===== src/rtl/toc_pkg.sv =====
// constants and state type for the 8-bit timer output compare channel
package toc_pkg;

	// ========================================
	// register offsets (byte addresses)
	localparam logic [4:0] OFS_CTRL    = 5'h00;
	localparam logic [4:0] OFS_COUNTER = 5'h04;
	localparam logic [4:0] OFS_COMPARE = 5'h08;
	localparam logic [4:0] OFS_IRQ_EN  = 5'h0C;
	localparam logic [4:0] OFS_FLAGS   = 5'h10;
	localparam logic [4:0] OFS_FORCE   = 5'h14;
	localparam logic [4:0] OFS_PORT    = 5'h18;
	localparam logic [4:0] OFS_STATUS  = 5'h1C;

	// ========================================
	// field positions
	localparam int CTRL_WGM_LSB = 0;
	localparam int CTRL_COM_LSB = 2;
	localparam int CTRL_CS_LSB  = 4;
	localparam int BIT_CMP      = 0;
	localparam int BIT_OVF      = 1;
	localparam int BIT_FORCE    = 0;
	localparam int BIT_PORTDAT  = 0;
	localparam int BIT_PINDIR   = 1;
	localparam int BIT_OCSTATE  = 0;
	localparam int BIT_DOWN     = 1;

	// ========================================
	// waveform modes and counter limits
	localparam logic [1:0] WGM_NORMAL = 2'h0;
	localparam logic [1:0] WGM_PCPWM  = 2'h1;
	localparam logic [1:0] WGM_CTC    = 2'h2;
	localparam logic [1:0] WGM_FAST   = 2'h3;
	localparam logic [7:0] CNT_BOTTOM = 8'h00;
	localparam logic [7:0] CNT_MAX    = 8'hFF;
	localparam int PSC_W = 10;

	// ========================================
	// reset values
	localparam logic [7:0] RST_BYTE = 8'h00;
	localparam logic [1:0] RST_2B   = 2'h0;
	localparam logic [2:0] RST_CS   = 3'h0;

	// ========================================
	// whole block state
	typedef struct packed {
		logic [7:0]       cnt;
		logic [7:0]       ocr;
		logic [7:0]       ocr_buf;
		logic             down;
		logic             cmp_flag;
		logic             ovf_flag;
		logic             match_pend;
		logic             block;
		logic             oc;
		logic [1:0]       wgm;
		logic [1:0]       com;
		logic [2:0]       cs;
		logic             cie;
		logic             oie;
		logic             port_dat;
		logic             pin_dir;
		logic [PSC_W-1:0] psc;
		logic             ack;
		logic [31:0]      rdata;
	} toc_state_s;

endpackage : toc_pkg


===== src/rtl/toc_top.sv =====
// output compare channel of an 8-bit timer with its counter and avalon-mm registers
//
// Function
// - compare counter with compare value each timer clock, flag equality as match
// - compare flag sets one timer clock after the match
// - interrupt request when compare irq enabled and compare flag set
// - compare flag clears when its interrupt is executed
// - writing one clears compare flag, writing zero leaves it
// - pwm modes buffer compare writes, load at top or bottom
// - normal and clear-on-match modes write compare value directly
// - while buffering, software reads and writes reach the buffer
// - force strobe in non-pwm modes acts on output like a match
// - forced match sets no flag and leaves the counter alone
// - counter write blocks any match in the next timer clock
// - compare output keeps its value across waveform mode changes
// - output mode unbuffered, pin override changes at once
// - new output mode acts from next match or force
// - nonzero output mode drives pin from compare output
// - pin direction bit alone decides whether the pin is driven
// - pin override ignores waveform mode
// - output mode zero leaves compare output unchanged on matches
// - count sequence follows waveform mode only
// - pwm: inverting choice, fast pwm output mode 1 toggles; non-pwm: set, clear or toggle
// - normal mode counts up, wraps 0xFF to 0x00
// - normal mode sets overflow flag as counter becomes zero
// - overflow flag clears on interrupt; counter writable anytime
// - waveform codes: 0 normal, 1 phase pwm, 2 clear-on-match, 3 fast pwm
// - counter write beats clear or count in same cycle
// - clock select zero stops the timer clock, counter still accessible
// - non-pwm output mode 1 toggles on match
//
// The register addresses and the Avalon-MM interface to the registers were decided locally.
`timescale 1ns/1ps

module toc_top
(
	input  wire logic        clk,
	input  wire logic        rst_n,
	input  wire logic [4:0]  avs_address,
	input  wire logic        avs_read,
	input  wire logic        avs_write,
	input  wire logic [31:0] avs_writedata,
	input  wire logic [3:0]  avs_byteenable,
	output logic      [31:0] avs_readdata,
	output logic             avs_waitrequest,
	input  wire logic        compare_irq_ack,
	input  wire logic        overflow_irq_ack,
	output logic             compare_irq,
	output logic             overflow_irq,
	output logic             compare_output,
	output logic             pin_out,
	output logic             pin_oe
);
	import toc_pkg::*;

	toc_state_s st_ff;
	toc_state_s nxt_st;

	// ========================================
	// prescaler tick selection
	function automatic logic presc_tick(input logic [2:0] sel, input logic [PSC_W-1:0] p);
		logic t;
		t = 1'b0;
		unique case (sel)
			3'h0: t = 1'b0;
			3'h1: t = 1'b1;
			3'h2: t = &p[2:0];
			3'h3: t = &p[4:0];
			3'h4: t = &p[5:0];
			3'h5: t = &p[6:0];
			3'h6: t = &p[7:0];
			3'h7: t = &p[9:0];
		endcase
		return t;
	endfunction : presc_tick

	logic       bus_req;
	logic       wr_now;
	logic       wr_lo;
	logic       tick;
	logic       pwm;
	logic       eq;
	logic       match;
	logic       force_hit;
	logic [7:0] cnt_step;
	logic       wrap_zero;
	logic       at_top;
	logic       set_cmp;
	logic       set_ovf;
	logic [7:0] rd_mux;

	// ========================================
	// bus handshake: one wait state per access
	assign bus_req         = avs_read | avs_write;
	assign avs_waitrequest = bus_req & ~st_ff.ack;
	assign wr_now          = avs_write & st_ff.ack;
	assign wr_lo           = wr_now & avs_byteenable[0];
	assign avs_readdata    = st_ff.rdata;

	// ========================================
	// timer clock and compare
	always_comb
	begin
		tick = presc_tick(st_ff.cs, st_ff.psc);
		pwm  = (st_ff.wgm == WGM_PCPWM) || (st_ff.wgm == WGM_FAST);
		eq = (st_ff.cnt == st_ff.ocr);
		match = tick & eq & ~st_ff.block;
		force_hit = wr_lo & avs_address == OFS_FORCE & avs_writedata[BIT_FORCE] & ~pwm;
	end

	// ========================================
	// next counter value per waveform mode
	always_comb
	begin
		cnt_step  = st_ff.cnt;
		wrap_zero = 1'b0;
		at_top    = 1'b0;
		unique case (st_ff.wgm)
			WGM_NORMAL:
			begin
				cnt_step  = st_ff.cnt + 8'h01;
				wrap_zero = (st_ff.cnt == CNT_MAX);
			end
			WGM_CTC:
			begin
				if (eq)
					cnt_step = CNT_BOTTOM;
				else
					cnt_step = st_ff.cnt + 8'h01;
				wrap_zero = (st_ff.cnt == CNT_MAX) & ~eq;
			end
			WGM_FAST:
			begin
				cnt_step  = st_ff.cnt + 8'h01;
				wrap_zero = (st_ff.cnt == CNT_MAX);
				at_top    = (cnt_step == CNT_MAX);
			end
			WGM_PCPWM:
			begin
				if (st_ff.down)
					cnt_step = st_ff.cnt - 8'h01;
				else
					cnt_step = st_ff.cnt + 8'h01;
				at_top = (cnt_step == CNT_MAX) & ~st_ff.down;
			end
		endcase
	end

	// ========================================
	// flag set events
	always_comb
	begin
		// flag set on tick after match
		set_cmp = tick & st_ff.match_pend;
		unique case (st_ff.wgm)
			WGM_NORMAL: set_ovf = tick & wrap_zero;
			WGM_CTC:    set_ovf = tick & wrap_zero;
			WGM_FAST:   set_ovf = tick & at_top;
			WGM_PCPWM:  set_ovf = tick & st_ff.down & (cnt_step == CNT_BOTTOM);
		endcase
	end

	// ========================================
	// register read mux
	always_comb
	begin
		rd_mux = RST_BYTE;
		unique case (avs_address)
			OFS_CTRL:    rd_mux = {1'b0, st_ff.cs, st_ff.com, st_ff.wgm};
			OFS_COUNTER: rd_mux = st_ff.cnt;
			OFS_COMPARE: rd_mux = pwm ? st_ff.ocr_buf : st_ff.ocr;
			OFS_IRQ_EN:  rd_mux = {6'h00, st_ff.oie, st_ff.cie};
			OFS_FLAGS:   rd_mux = {6'h00, st_ff.ovf_flag, st_ff.cmp_flag};
			OFS_PORT:    rd_mux = {6'h00, st_ff.pin_dir, st_ff.port_dat};
			OFS_STATUS:  rd_mux = {6'h00, st_ff.down, st_ff.oc};
			default:     rd_mux = RST_BYTE;
		endcase
	end

	// ========================================
	// next state
	always_comb
	begin
		nxt_st     = st_ff;
		nxt_st.ack = bus_req & ~st_ff.ack;
		if (bus_req & ~st_ff.ack)
			nxt_st.rdata = {24'h000000, rd_mux};
		nxt_st.psc = st_ff.psc + 10'h001;

		// counter, direction and match pipeline
		if (tick)
		begin
			nxt_st.cnt        = cnt_step;
			nxt_st.match_pend = match;
			nxt_st.block      = 1'b0;
			if (st_ff.wgm == WGM_PCPWM)
			begin
				if (at_top)
					nxt_st.down = 1'b1;
				else if (st_ff.down & (cnt_step == CNT_BOTTOM))
					nxt_st.down = 1'b0;
			end
			else
				nxt_st.down = 1'b0;
			// fast pwm loads at bottom, phase pwm at top
			if ((st_ff.wgm == WGM_FAST & wrap_zero) | (st_ff.wgm == WGM_PCPWM & at_top))
				nxt_st.ocr = st_ff.ocr_buf;
		end

		// compare output waveform; mode changes leave oc alone
		// state kept across modes
		if (match | force_hit)
		begin
			unique case (st_ff.com)
				2'h0: nxt_st.oc = st_ff.oc;
				2'h1: nxt_st.oc = (st_ff.wgm == WGM_PCPWM) ? st_ff.oc : ~st_ff.oc;
				// clear for 2, set for 3 outside phase pwm; phase pwm follows count direction
				2'h2: nxt_st.oc = (st_ff.wgm == WGM_PCPWM) ? st_ff.down : 1'b0;
				2'h3: nxt_st.oc = (st_ff.wgm == WGM_PCPWM) ? ~st_ff.down : 1'b1;
			endcase
		end
		if (tick & st_ff.wgm == WGM_FAST & wrap_zero & st_ff.com[1])
			nxt_st.oc = ~st_ff.com[0];

		// software writes
		if (wr_lo)
		begin
			unique case (avs_address)
				OFS_CTRL:
				begin
					nxt_st.wgm = avs_writedata[CTRL_WGM_LSB +: 2];
					nxt_st.com = avs_writedata[CTRL_COM_LSB +: 2];
					nxt_st.cs  = avs_writedata[CTRL_CS_LSB +: 3];
				end
				OFS_COUNTER:
				begin
					nxt_st.cnt   = avs_writedata[7:0];
					nxt_st.block = 1'b1;
				end
				OFS_COMPARE:
				begin
					nxt_st.ocr_buf = avs_writedata[7:0];
					if (!pwm)
						nxt_st.ocr = avs_writedata[7:0];
				end
				OFS_IRQ_EN:
				begin
					nxt_st.cie = avs_writedata[BIT_CMP];
					nxt_st.oie = avs_writedata[BIT_OVF];
				end
				OFS_PORT:
				begin
					nxt_st.port_dat = avs_writedata[BIT_PORTDAT];
					nxt_st.pin_dir  = avs_writedata[BIT_PINDIR];
				end
				default:
				begin
				end
			endcase
		end

		// flags: set wins over any clear
		// write one clears
		if (wr_lo & avs_address == OFS_FLAGS & avs_writedata[BIT_CMP])
			nxt_st.cmp_flag = 1'b0;
		if (compare_irq_ack)
			nxt_st.cmp_flag = 1'b0;
		if (set_cmp)
			nxt_st.cmp_flag = 1'b1;
		if (wr_lo & avs_address == OFS_FLAGS & avs_writedata[BIT_OVF])
			nxt_st.ovf_flag = 1'b0;
		if (overflow_irq_ack)
			nxt_st.ovf_flag = 1'b0;
		if (set_ovf)
			nxt_st.ovf_flag = 1'b1;
	end

	// ========================================
	// state register
	always_ff @(posedge clk or negedge rst_n)
	begin
		if (!rst_n)
		begin
			st_ff <= '0;
		end
		else
		begin
			st_ff <= nxt_st;
		end
	end

	// ========================================
	// outputs
	// interrupt requests
	assign compare_irq    = st_ff.cmp_flag & st_ff.cie;
	assign overflow_irq   = st_ff.ovf_flag & st_ff.oie;
	assign compare_output = st_ff.oc;
	assign pin_out = (st_ff.com != RST_2B) ? st_ff.oc : st_ff.port_dat;
	assign pin_oe  = st_ff.pin_dir;

endmodule : toc_top


===== config.mk =====
export PLATFORM = sky130hd
export DESIGN_NAME = toc_top
export DESIGN_NICKNAME = d
export VERILOG_FILES = /design/src/rtl/toc_pkg.sv /design/src/rtl/toc_top.sv
export SDC_FILE = /design/constraint.sdc
export NUM_CORES = 1
export LEC_CHECK = 0
export ABC_AREA = 1
export ABC_CLOCK_PERIOD_IN_PS = 4200
export BUFFER_PORTS_ARGS = -buffer_cell sky130_fd_sc_hd__buf_2
export CORE_MARGIN = 5
export CORE_UTILIZATION = 45
export DETAILED_ROUTE_END_ITERATION = 16
export GPL_ROUTABILITY_DRIVEN = 0
export PLACE_DENSITY = 0.79
export SYNTH_ARGS = -nofsm -noshare
export SYNTH_HDL_FRONTEND = slang
export SYNTH_SLANG_ARGS = --single-unit

===== constraint.sdc =====
create_clock -name clk -period 4.2 [get_ports clk]
set_input_delay 1.05 -clock clk [delete_from_list [all_inputs] [get_ports clk]]
set_output_delay 1.05 -clock clk [all_outputs]
set_load 0.02 [all_outputs]

* Word level (Yosys, flattened, before mapping) *
Cells that the tools add are included.

word-level totals
  register bits after elaboration = 60
  output and inout bits = 38

cells by class
  $add $sub $neg = 3
  equality and inequality tests = 27
  multiplexer cells = 35
  bitwise gates (word level) = 36
  reductions and logical operators = 24

operators by type and width
  cell                                              count
  2-to-1 mux 8 bit                                  7
  one-hot mux 8 bit (7 select lines)                1
  2-to-1 mux 16 bit                                 2
  bitwise AND 1 bit                                 26
  == test 8 bit, second input constant              3
  2-to-1 mux 24 bit                                 1
  one-hot mux 8 bit (3 select lines)                1
  == test 5 bit, second input constant              4
  2-to-1 mux 1 bit                                  18
  == test 3 bit, second input constant              4
  adder 10 x 1 -> 10 bit, second input constant     1
  == test 5 x 4 -> 1 bit, second input constant     2
  AND reduction 10 bit                              1
  AND reduction 2 bit                               5
  adder 8 x 1 -> 8 bit, second input constant       1
  == test 2 bit, second input constant              4
  == test 8 bit                                     1
  zero test 8 bit                                   1
  one-hot mux 1 bit (8 select lines)                1
  AND reduction 8 bit                               1
  subtractor 8 x 1 -> 8 bit, second input constant  1
  NOT 1 bit                                         7
  AND reduction 7 bit                               1
  == test 3 x 2 -> 1 bit, second input constant     2
  other kinds (19)                                  29

* Depth between registers and ports, before layout *
Gate-level depths: netlist of run 1.

  word-level depth = 13
  depth in mapped cells = 18

* Worst setup path before layout of run 1 *
OpenSTA, ideal clock, no wires.

  path type = input to output
  from = input avs_write
  to = output avs_waitrequest
  arrival = 1691 ps
  data required time = 3150 ps
  path slack = 1459 ps
  cell stages on the path = 2
  cell sequence = nor2_1 > nor2_1

between the ends
  longest elaborated chain between the ends = 2

RTL lines
  item                line           text
  start: declaration  toc_top.sv:41  input wire logic avs_write,
  bitwise OR 1 bit    toc_top.sv:94  assign bus_req = avs_read | avs_write;
  bitwise AND 1 bit   toc_top.sv:95  assign avs_waitrequest = bus_req & ~st_ff.ack;
  end: declaration    toc_top.sv:45  output logic avs_waitrequest,

No other way between the ends.

==> results of run 1 <==
-- registers in the layout, summed over array words and instances (netlist names) --
name and flops:
avs_readdata 8, compare_output 1, st_ff 50, pin_oe 1
-- metrics by stage --
step / instances / instance area, µm² / hold slack (ps) / worst slack [ps]
6_report: 705 / 4430 / 455 / 1340
3_5_place_dp: 689 / 4220 / 451 / 1010
2_1_floorplan: 591 / 4280 / 423 / 1460
4_1_cts: 705 / 4430 / 461 / 1380
3_3_place_gp: 689 / 4220 / 439 / 1070
5_1_grt: 705 / 4430 / 497 / 1080
-- worst min-delay path by stage --
stage,from,to,slack [ps]
finish,st_ff[33]$_DFF_PN0_,st_ff[33]$_DFF_PN0_,450
global route,st_ff[33]$_DFF_PN0_,st_ff[33]$_DFF_PN0_,500
CTS,st_ff[33]$_DFF_PN0_,st_ff[33]$_DFF_PN0_,460
detailed placement,st_ff[33]$_DFF_PN0_,st_ff[33]$_DFF_PN0_,450
global placement,st_ff[33]$_DFF_PN0_,st_ff[33]$_DFF_PN0_,440
floorplan,st_ff[33]$_DFF_PN0_,st_ff[33]$_DFF_PN0_,420
-- cells by family after synthesis --
kind of cell,Yosys count
AND/OR/NAND/NOR,279
buffers and inverters,118
AO/OA/AOI/OAI,84
flip-flops,60
adder cells (fa/ha/maj),10
XOR/XNOR,9
multiplexers,7
other,1
-- critical path: stages --
cell     delay [ps]
buf_2            90
nor2_1           90
inv_1            90
nor3_1          150
inv_1            80
nor2_1          560
nand3_1         590
nand3_1         240
o21ai_0         110
-- final cells by class --
cell class	instances	area, µm²	share of cell area, %
Multi-Input combinational cell	413	2130	48.2
Sequential cell	60	1500	33.9
Inverter	68	255	5.76
Timing Repair Buffer	37	195	4.41
Clock buffer	13	159	3.59
Tap cell	111	139	3.14
Clock inverter	3	45.0	1.02
-- power breakdown --
| group | internal, mW | leakage, nW | switching [mW] | total [mW] |
|---|---|---|---|---|
| registers | 0.646 | 0.780 | 0.123 | 0.768 |
| logic | 0.218 | 1.37 | 0.458 | 0.676 |
| clock network | 0.307 | 0.0959 | 0.233 | 0.540 |
-- cell usage after synthesis (4+ instances only) --
| library cell | instances |
|---|---|
| nand4_1 | 15 |
| buf_6 | 7 |
| ha_1 | 10 |
| nand3_2 | 6 |
| buf_4 | 34 |
| nand3_1 | 44 |
| nor3_1 | 5 |
| a21oi_1 | 11 |
| dfrtp_1 | 60 |
| o22ai_1 | 4 |
| nor2_1 | 46 |
| a31oi_1 | 5 |
| xor2_1 | 7 |
| o211ai_1 | 8 |
| mux2_2 | 7 |
| inv_1 | 61 |
| nand2_1 | 148 |
| inv_2 | 6 |
| o221ai_1 | 6 |
| o21ai_0 | 39 |
-- layout by cell type (no fill, tap or decap), types with 10 or more instances in the layout --
cell | Yosys | layout
dfrtp_1 | 60 | 60
nand2_1 | 148 | 148
nand4_1 | 15 | 15
nor2_1 | 46 | 46
ha_1 | 10 | 10
inv_1 | 61 | 61
o21ai_0 | 39 | 39
clkbuf_8 | 1 | 11
conb_1 | 1 | 24
nand3_1 | 44 | 44
a21oi_1 | 11 | 11
buf_2 | 3 | 33
-- metal layers --
layer | GRT usage [%] | routed length, µm
met2 | 29.5 | 4740
met3 | 3.58 | 751
met4 | 7.85 | 267
met1 | 25.5 | 4590
met5 | 0 | 0
==> reports/summary.md, run 1 <==
The tools report the startpoint of the most critical setup path as avs_address[1]. Following the worst setup path forward leads to its endpoint at st_ff[71]$_DFF_PN0_. Source-to-sink clock delay at the later pin of the worst-skew pair: 340 ps.

By area the synthesized netlist is led by dfrtp_1 36%, nand2_1 13%, buf_4 6.1%, inv_1 5.5%, nand3_1 5.3%. The initial cell density of the core is 45.8%. Setup violations remaining at the end of the flow were counted as 0.

The tools report the initial antenna violation count as 0. Cells with a size suffix above 1 make up 14.1% of the layout. The detail route stage leaves a number of antenna-violating nets equal to 0.

In this run the worst path has a maximum fanout of 15. After layout, the design draws a total of 1.98 mW. The chip height is 106 µm. Data on the critical path is required at its endpoint by 4390 ps. For this design the static power due to leakage is 2.24 nW. During I/O placement, the number of pins put on the boundary was 85. The detailed-router iteration count before antenna repair is 7. The tools report the clock tree buffer depth as 2. The number of port buffers came out at 33.

The first global-routing pass estimated 17.4 mm of wire. Synthesis produced a netlist whose cell count is 568. The worst-case register-to-register setup slack came out at 1540 ps. The count of antenna diodes in the layout is 0. The min-delay analysis places its worst path in the category register to register.

The launching element type of the critical path was a primary input. Layout-stage area growth over the synthesis result: 5.67%. The worst setup path is captured at a register. Critical setup path kind: primary input to register. In this run, distinct cell masters in the synthesized netlist total 46. The tools report the reg-to-reg critical path startpoint as st_ff[53]$_DFFE_PN0P_. Dividing the final minimum period by the clock period gives 68.1%. In this run, the number of DRC markers left after iteration 0 of detailed routing was 420.

The proportion of synthesized area in mux cells was 1.88%; the count of flip-flops with a built-in enable after synthesis was 0. The die footprint is 11300 µm², and the register area share after synthesis is 35.8%. The final layout contains routed wiring with a total length of 10.4 mm.

Main flop type after synthesis: dfrtp_1. For the leftover overflow at the end of global routing, the log shows 0. Setup repair after global routing left no endpoint under its margin. The share of the core filled with cells was 48.4%; the maximum frequency from static timing analysis was 0.350 GHz.

The top cell type's share of synthesized area was 35.8%. From left edge to right edge, the die measures 106 µm. The number of filler cells placed in the layout was 880; the number of cells traversed by the worst hold path was 1. The number of setup buffers added after CTS is 0, and the detail-routed via count per cell is 5.51. The adder-cell share of the synthesized area came out at 2.99%. The time the final worst path needs with I/O delays and setup came out at 2860 ps. Summed over all instances, the cell type with the most area after synthesis is dfrtp_1.

Dividing the detail-routed wire length by the instance count gives 14.7 µm. The worst slew margin relative to its limit was 50.3%; the largest clock skew in the final design was 5.22 ps. In the routed design, unresolved DRC markers number 0. The detailed placer's ending HPWL was 7.71 mm; the transition time at the pin with the least slew margin was 746 ps. The run gives 34 as the largest net degree at the start of global routing. The tools report the total negative slack as 0 ps.

The routed layout has 3886 vias. The run gives 35 as the row count. The hold violation count in the final report was 0; the sink count of the clock tree was 60. The post-CTS resize count was 0; the synthesized area per cell was 7.38 µm². The run gives 9150 µm² as the area of the core. After synthesis the netlist holds a flip-flop and latch count of 60. For the total clock buffers created by CTS, the log shows 9.

Of the total synthesized cell area, the portion taken by XOR and XNOR cells is 2.06%. Combined area of all synthesized cells: 4190 µm². The synthesized netlist devotes 12.2% of its cell area to compound gates. The logs give 0 for the final-report max-slew violation count and 3701 for the number of global-route vias before repair. The net count of the finished layout was 646; the count of hold-fix buffers inserted at cts was 0.

After Yosys synthesis, and, or, nand and nor cells account for 29.6% of the synthesized area. Clock-pin slew was measured on the worst setup and hold paths at 70 ps. TritonCTS built the clock tree. The cell depth of the worst flop-to-flop path came out at 15. Peak supply drop: 0.275 mV. The largest family of logic cells by synthesized area is simple AND/OR/NAND/NOR gates. The number of H-tree levels was 3; the power density normalized to cell area was 448 nW/µm². Data on the critical path arrives at its endpoint at 3050 ps. The flow ran to the end, and the final reports show no timing, DRC or antenna violations.

Max-cap violations in this run came to 0. Global routing used 18.8% of the available tracks. After synthesis, the share of flip-flops with an asynchronous set or reset is 100%. The tree is rooted in a clkbuf_8.

The tools report the Yosys warning count as 0. The tools report the capturing point of the worst reg2reg path as st_ff[75]$_DFF_PN0_.
No activity file was read; power rests on OpenSTA's default activity.
==> run 2: changes to the inputs <==
ABC_CLOCK_PERIOD_IN_PS = 2320   (was 4200)
PLACE_DENSITY = 0.82   (was 0.79)
clock period = 2.32 ns   (was 4.2 ns; I/O delays follow)
==> reports/summary.md, run 2 (synthesized netlist as in run 1, its figures left out) <==
The run finished with clean final reports. The tools report the sum of routed wire length over all layers as 10.9 mm (+5.0%). The worst setup path is of the register to register kind. The worst endpoint data arrival time was 2430 ps (-620 ps). The count of non-filler cells in the finished layout was 719 (+2.0%). The area of the core came out at 9150 µm² (unchanged). The logs give 25.4% (-0.13 points) for the fraction of met1 tracks used by global routing and 18.9% (+0.085 points) for the total routing resource utilization after global routing.

Launching element type of the critical path: a register. The routed length per placed instance was 15.1 µm (+3.0%); the transition time at the pin with the least slew margin was 614 ps (-132 ps). The tools report the number of failing setup endpoints in the final timing report as 0 (unchanged). The tools report the required time of the critical path as 2530 ps (-1860 ps). TritonCTS built the clock tree. The total leakage power is 2.32 nW (+3.7%). The number of port buffers was 33 (unchanged).

The die footprint came out at 11300 µm² (unchanged). Remaining antenna violation count after routing: 0 (unchanged). The tightest hold margin was 224 ps (-231 ps). The clock tree buffer depth is 2 (unchanged), and the total clock buffers created by CTS is 9 (unchanged).

The global-route track usage on met2 was 29.5% (+0.045 points). Clock transition at the register clock pins on the worst setup and hold paths after CTS: 70 ps (about the same). The overall via count from detail_route is 4028 (+3.7%), and the worst slew margin relative to its limit is 59.0% (+8.7 points). The tools report the share of the core filled with cells as 50.4% (+2.1 points). Ratio of cells with drive above 1 in the final layout: 17.8% (+3.6 points). The power density normalized to cell area is 797 nW/µm² (+78%).

The global-route track usage on met3 is 3.89% (+0.30 points), and the DRC violations left is 0 (unchanged). Register containing the most flip-flops in the final layout: st_ff. The largest net degree at the start of global routing is 61 (+79%). The chip height was 106 µm (unchanged); the maximum fanout count along the critical path was 7 (-8). I/O pin count: 85 (unchanged). The die width came out at 106 µm (unchanged). The area growth from synthesis to layout is 10.2%. The run gives 3629 (-1.9%) as the number of global-route vias before repair. The largest clock skew in the final design is 8.09 ps (+2.87 ps), and the time the final worst path needs with I/O delays and setup is 2220 ps. Initial antenna violation count: 0 (unchanged). The hold violation count in the final report came out at 0 (unchanged). The layer with the highest usage was met2. The detailed-router iteration count before antenna repair is 7 (unchanged), and the sink count of the clock tree is 60 (unchanged). The number of max-cap violations came out at 0 (unchanged). The kind of end point of the critical path was a register.

The run gives 702 (+1.9%) as the total placed cells including tap cells. The library cells used most frequently in the layout, excluding fill and tap cells, are 146 x nand2_1, 61 x inv_1, 57 x dfrtp_1. The run gives 35 (unchanged) as the row count. The tools report the peak supply drop as 0.485 mV (+77%). The flip-flop count of the largest register after layout is 50 (unchanged), and the final period utilization is 95.9%. The detail-routed via count per cell was 5.60 (+1.6%); the maximum frequency from static timing analysis was 0.450 GHz. The number of H-tree levels was 3 (unchanged).

The run gives 3.68 mW (+85%) as the total design power. The number of filler cells placed in the layout is 829 (-5.8%). Final-report max-slew violation count: 0 (unchanged). The most common library cell in the layout ignoring fill and taps is nand2_1. For the count of antenna diodes in the layout, the log shows 0 (unchanged). The tools report the detailed placer's ending HPWL as 7.92 mm (+2.7%). The source-to-sink clock delay at the later pin of the worst-skew pair is 350 ps (about the same), and the wire length of the first global-routing pass is 17.3 mm (-0.60%). In this run the clock root is driven by a clkbuf_8.

Count of hold-fix buffers inserted at cts: 0 (unchanged). For the initial cell density of the core, the log shows 45.8% (unchanged). Type of the most critical hold path: primary input to async pin. The number of DRC markers after the initial detailed-route iteration was 393 (-6.4%); the leftover overflow at the end of global routing was 0 (unchanged). The net count of the finished layout is 661 (+2.3%).

Setup repair after global routing could not meet its margin everywhere.
==> run 2: worst max-delay path, stage by stage, from the launching register on <==
cell	delay (ps)
dfrtp_2	430
ha_2	230
nand2_4	80
nor2_4	140
nand2_1	60
nand2_1	110
nand2_2	80
o21ai_2	140
nand3_1	100
nand2_2	90
nand3_2	90
nand2_4	140
buf_12	130
nand3_1	60
nand3_1	90
o21ai_0	110
==> run 2: repair_timing <==
| action | CTS | global route |
|---|---|---|
| setup endpoints to repair | 0 | 18 |
| resized for setup | 0 | 13 |
| buffers inserted | 0 | 1 |
==> run 2: metal layers <==
metal	wire [µm]	share of wire (%)	vias up
met5	0	0	-
li1	-	-	1876
met1	4570	42	1873
met3	930	8.6	38
met4	321	3.0	0
met2	5050	46	241
==> run 2: worst paths after layout <==
| kind | to | slack (ps) | cells past startpoint | from |
|---|---|---|---|---|
| setup / recovery | st_ff[74]$_DFF_PN0_ | 100 | 15 | st_ff[76]$_DFF_PN0_ |
| hold / removal | st_ff[53]$_DFFE_PN0P_ | 220 | 2 | rst_n |
| max in group asynchronous | st_ff[79]$_DFF_PN0_ | 1810 | 2 | rst_n |
| setup reg to reg | st_ff[74]$_DFF_PN0_ | 100 | 15 | st_ff[76]$_DFF_PN0_ |
| hold reg to reg | st_ff[33]$_DFF_PN0_ | 460 | 1 | st_ff[33]$_DFF_PN0_ |
| min in group clk | st_ff[33]$_DFF_PN0_ | 460 | 1 | st_ff[33]$_DFF_PN0_ |
==> run 2: area by class of cell <==
cell class | count | area (µm²) | share of cell area [%]
Timing Repair Buffer | 52 | 363 | 7.86
Clock buffer | 11 | 141 | 3.06
Tap cell | 111 | 139 | 3.01
Inverter | 68 | 260 | 5.64
Multi-Input combinational cell | 413 | 2160 | 46.7
Clock inverter | 4 | 50.0 | 1.08
Sequential cell | 60 | 1510 | 32.6
==> run 2: per-stage QoR <==
stage               setup WS (ps)  TNS, ps  instance area, µm²
finish                       95.5        0                4620
global route                -32.1    -37.0                4620
CTS                          4.47        0                4550
detailed placement           37.8        0                4360
global placement              115        0                4360
floorplan                     318        0                4280
==> run 2: power by group <==
part,internal [mW],switching (mW),total (mW)
combinational,0.470,0.874,1.34
clock,0.517,0.426,0.943
sequential,1.17,0.218,1.39
total,2.16,1.52,3.68
==> run 3: changes to the inputs <==
ABC_AREA = default   (was 1)
==> reports/summary.md, run 3 <==
The final reports fail on negative setup slack. The buffer cell driving the clock tree root was clkbuf_8. The endpoint identified for the worst register-to-register timing path is st_ff[59]$_DFFE_PN0P_. The routed length per placed instance works out to 18.9 µm (+25%). The least setup slack across all paths after layout came out at -249 ps (-344 ps). The logs give 45.9% (+0.11 points) for the initial cell density of the core and 2 (unchanged) for the clock tree buffer depth.

The library cell with the largest summed area after synthesis is dfrtp_1. The row count was 35 (unchanged). The run gives 4200 µm² (+0.24%) as the combined area of all synthesized cells. The number of failing setup endpoints in the final timing report is 11 (+11). The async set-reset flop share out of synthesis is 100% (unchanged). For the worst slew margin relative to its limit, the log shows 57.5% (-1.5 points). Setup repair after global routing could not meet its margin everywhere. The tools report the Yosys warning count as 0 (unchanged). Initial antenna violation count: 0 (unchanged). The number of storage elements in the synthesis netlist was 60 (unchanged). The tightest hold margin was 239 ps (+15.2 ps). I/O pin count: 85 (unchanged). The power density normalized to cell area is 847 nW/µm² (+6.3%), and the net count of the finished layout is 604 (-8.6%). The synthesized area per cell was 9.11 µm² (+24%); the time the final worst path needs with I/O delays and setup was 2570 ps (+344 ps).

For the number of global-route vias before repair, the log shows 3865 (+6.5%). Detailed-router iteration count before antenna repair: 6 (-1). Total leakage power: 2.39 nW (+2.9%). The tools report the count of antenna diodes in the layout as 0 (unchanged). The hold violation count in the final report was 0 (unchanged).

Critical setup path kind: register to register. For the number of H-tree levels, the log shows 3 (unchanged). In this run the critical register-to-register path is launched from st_ff[81]$_DFF_PN0_. The DRC violations left was 0 (unchanged).

Ranked by total cell area, the synthesized netlist is headed by dfrtp_1 36%, buf_4 5.7%, nand2_1 5.6%, mux2_2 5.4%, a21oi_1 4.1%. The tools report the required time of the critical path as 2530 ps (about the same). The most common library cell in the layout ignoring fill and taps is buf_4.

The largest clock skew in the final design came out at 10.1 ps (+1.99 ps). The clock transition at the register clock pins on the worst setup and hold paths after CTS is 80 ps (about the same), and the flip-flop count of the largest register after layout is 50 (unchanged). The maximum fanout count along the critical path came out at 2 (-5). The tools report the launching element type of the critical path as a register. The main flop type after synthesis was dfrtp_1. The count of flip-flops with a built-in enable after synthesis is 0 (unchanged), and the total design power is 4.44 mW (+21%). Cell depth of the worst flop-to-flop path: 8 (-7). The chip height works out to 107 µm (+0.11%).

The wire length of the first global-routing pass is 19.5 mm (+13%). The tools report the total clock buffers created by CTS as 9 (unchanged). STA classifies the critical path endpoint as a register. The run gives 35 (-43%) as the largest net degree at the start of global routing. The top cell type's share of synthesized area was 35.7% (-0.085 points).

The number of distinct library cells after synthesis is 70 (+52%). The run gives 11400 µm² (+0.22%) as the die footprint. The logs give -250 ps (-340 ps) for the worst-case register-to-register setup slack and 35.7% (-0.085 points) for the register area share after synthesis. The final period utilization came out at 111% (+15 points). The tools report the sink count of the clock tree as 60 (unchanged). By count the netlist is led by 63 x nand2_1, 60 x dfrtp_1, 34 x a21oi_1. The number of instances in the synthesized netlist was 461 (-19%). The transition time at the pin with the least slew margin is 638 ps (+23.6 ps), and the number of port buffers is 33 (unchanged). The number of max-cap violations is 0 (unchanged), and the ratio of cells with drive above 1 in the final layout is 35.1% (+17 points). The number of filler cells placed in the layout was 707 (-15%); the area of the core was 9150 µm² (unchanged). The run gives 350 ps (about the same) as the source-to-sink clock delay at the later pin of the worst-skew pair.

The total routing resource utilization after global routing was 21.4% (+2.4 points). For the worst endpoint data arrival time, the log shows 2780 ps (+350 ps). The run gives 0 (unchanged) as the final-report max-slew violation count.

The maximum frequency from static timing analysis was 0.389 GHz (-13%); the layout-stage area growth over the synthesis result was 24.8%. Type of the most critical hold path: primary input to async pin. TritonCTS built the clock tree.

Die width: 107 µm (+0.11%). Leftover overflow at the end of global routing: 0 (unchanged). The detail-routed via count per cell came out at 6.08 (+8.5%).

The flow ran to the end, but the final reports show violations. The remaining antenna violation count after routing was 0 (unchanged). The tools report the overall via count from detail_route as 4029 (+0.025%). The tools report the peak supply drop as 0.381 mV (-21%).

Number of DRC markers after the initial detailed-route iteration: 469 (+19%). The top cell types in the final layout, fill and taps aside, are 66 x buf_4, 60 x nand2_1, 58 x dfrtp_1. The sum of routed wire length over all layers is 12.5 mm (+15%).

The run gives 8.30 mm (+4.8%) as the detailed placer's ending HPWL. More flip-flops sit in one register than any other, and that register is st_ff. The library cell with the highest instance count after synthesis was nand2_1. The run gives 0 (unchanged) as the count of hold-fix buffers inserted at cts.
-- run 3: cell count changes after synthesis, sizes merged, moves of 16 or more --
| cell | before | now |
|---|---|---|
| nor2 | 49 | 30 |
| nand3 | 50 | 9 |
| inv | 67 | 13 |
| nand2 | 152 | 63 |
| o21ai | 41 | 25 |
| a21oi | 13 | 34 |
-- run 3: power breakdown --
group / switching [mW] / internal, mW / total (mW)
registers: 0.121 / 1.16 / 1.28
clock network: 0.461 / 0.500 / 0.961
logic: 1.23 / 0.964 / 2.19
-- run 3: metal layers --
layer  share of wire, %  GRT usage [%]
met3                8.8           4.21
met2                 50           37.1
met1                 38           27.0
met5                  0              0
met4                2.9           6.03
-- run 3: per-stage QoR --
step | cell area, µm² | TNS [ps] | std cells | utilization, % | setup slack (ps)
floorplan | 4300 | 0 | 484 | - | 5.10
global placement | 4710 | -1210 | 636 | 51.4 | -174
detailed placement | 4710 | -2260 | 636 | 51.4 | -282
CTS | 5090 | -977 | 660 | 55.6 | -163
global route | 5240 | -2590 | 663 | 57.3 | -311
finish | 5240 | -1620 | 663 | 57.3 | -249
-- run 3: worst max path at each step --
stage	startpoint	endpoint	slack, ps	cells past startpoint
after floorplan	st_ff[76]$_DFF_PN0_	st_ff[68]$_DFF_PN0_	5	10
after global placement	st_ff[78]$_DFF_PN0_	st_ff[57]$_DFFE_PN0P_	-170	10
after detailed placement	st_ff[76]$_DFF_PN0_	st_ff[74]$_DFF_PN0_	-280	9
after CTS	st_ff[78]$_DFF_PN0_	st_ff[57]$_DFFE_PN0P_	-160	8
after global routing	st_ff[81]$_DFF_PN0_	st_ff[59]$_DFFE_PN0P_	-310	8
final	st_ff[81]$_DFF_PN0_	st_ff[59]$_DFFE_PN0P_	-250	8
-- run 3: cells by family after synthesis --
family                     share of synthesized area [%]
buffers and inverters                               10.4
AOI/OAI and AO/OA                                   18.6
and+or+nand+nor                                     19.2
DFF                                                 35.7
xor gates and xnor gates                            4.59
adders and majority gates                           2.98
muxes                                               8.46
other                                             0.0893
-- run 3: what timing repair did --
action | CTS | global route
pin swaps | 7 | 19
setup endpoints to repair | 11 | 16
buffers inserted | 8 | 4
resized for setup | 26 | 25
gates cloned | 0 | 0
-- run 3: area by class of cell --
type	instances	area [µm²]	share of cell area, %
timing repair buffer	107	768	14.7
tap	111	139	2.65
clock buffer	9	124	2.36
multi-input combinational	356	2580	49.2
inverter	13	48.8	0.931
clock inverter	7	76.3	1.46
sequential	60	1500	28.7
-- run 3: worst max-delay path: stages, from the launching register on --
cell and delay [ps]:
dfrtp_1 380, or4_4 570, buf_4 170, nor4_4 150, nor4_1 110, a211o_1 270, nand4bb_4 270, o41ai_2 360
a21oi_1 140
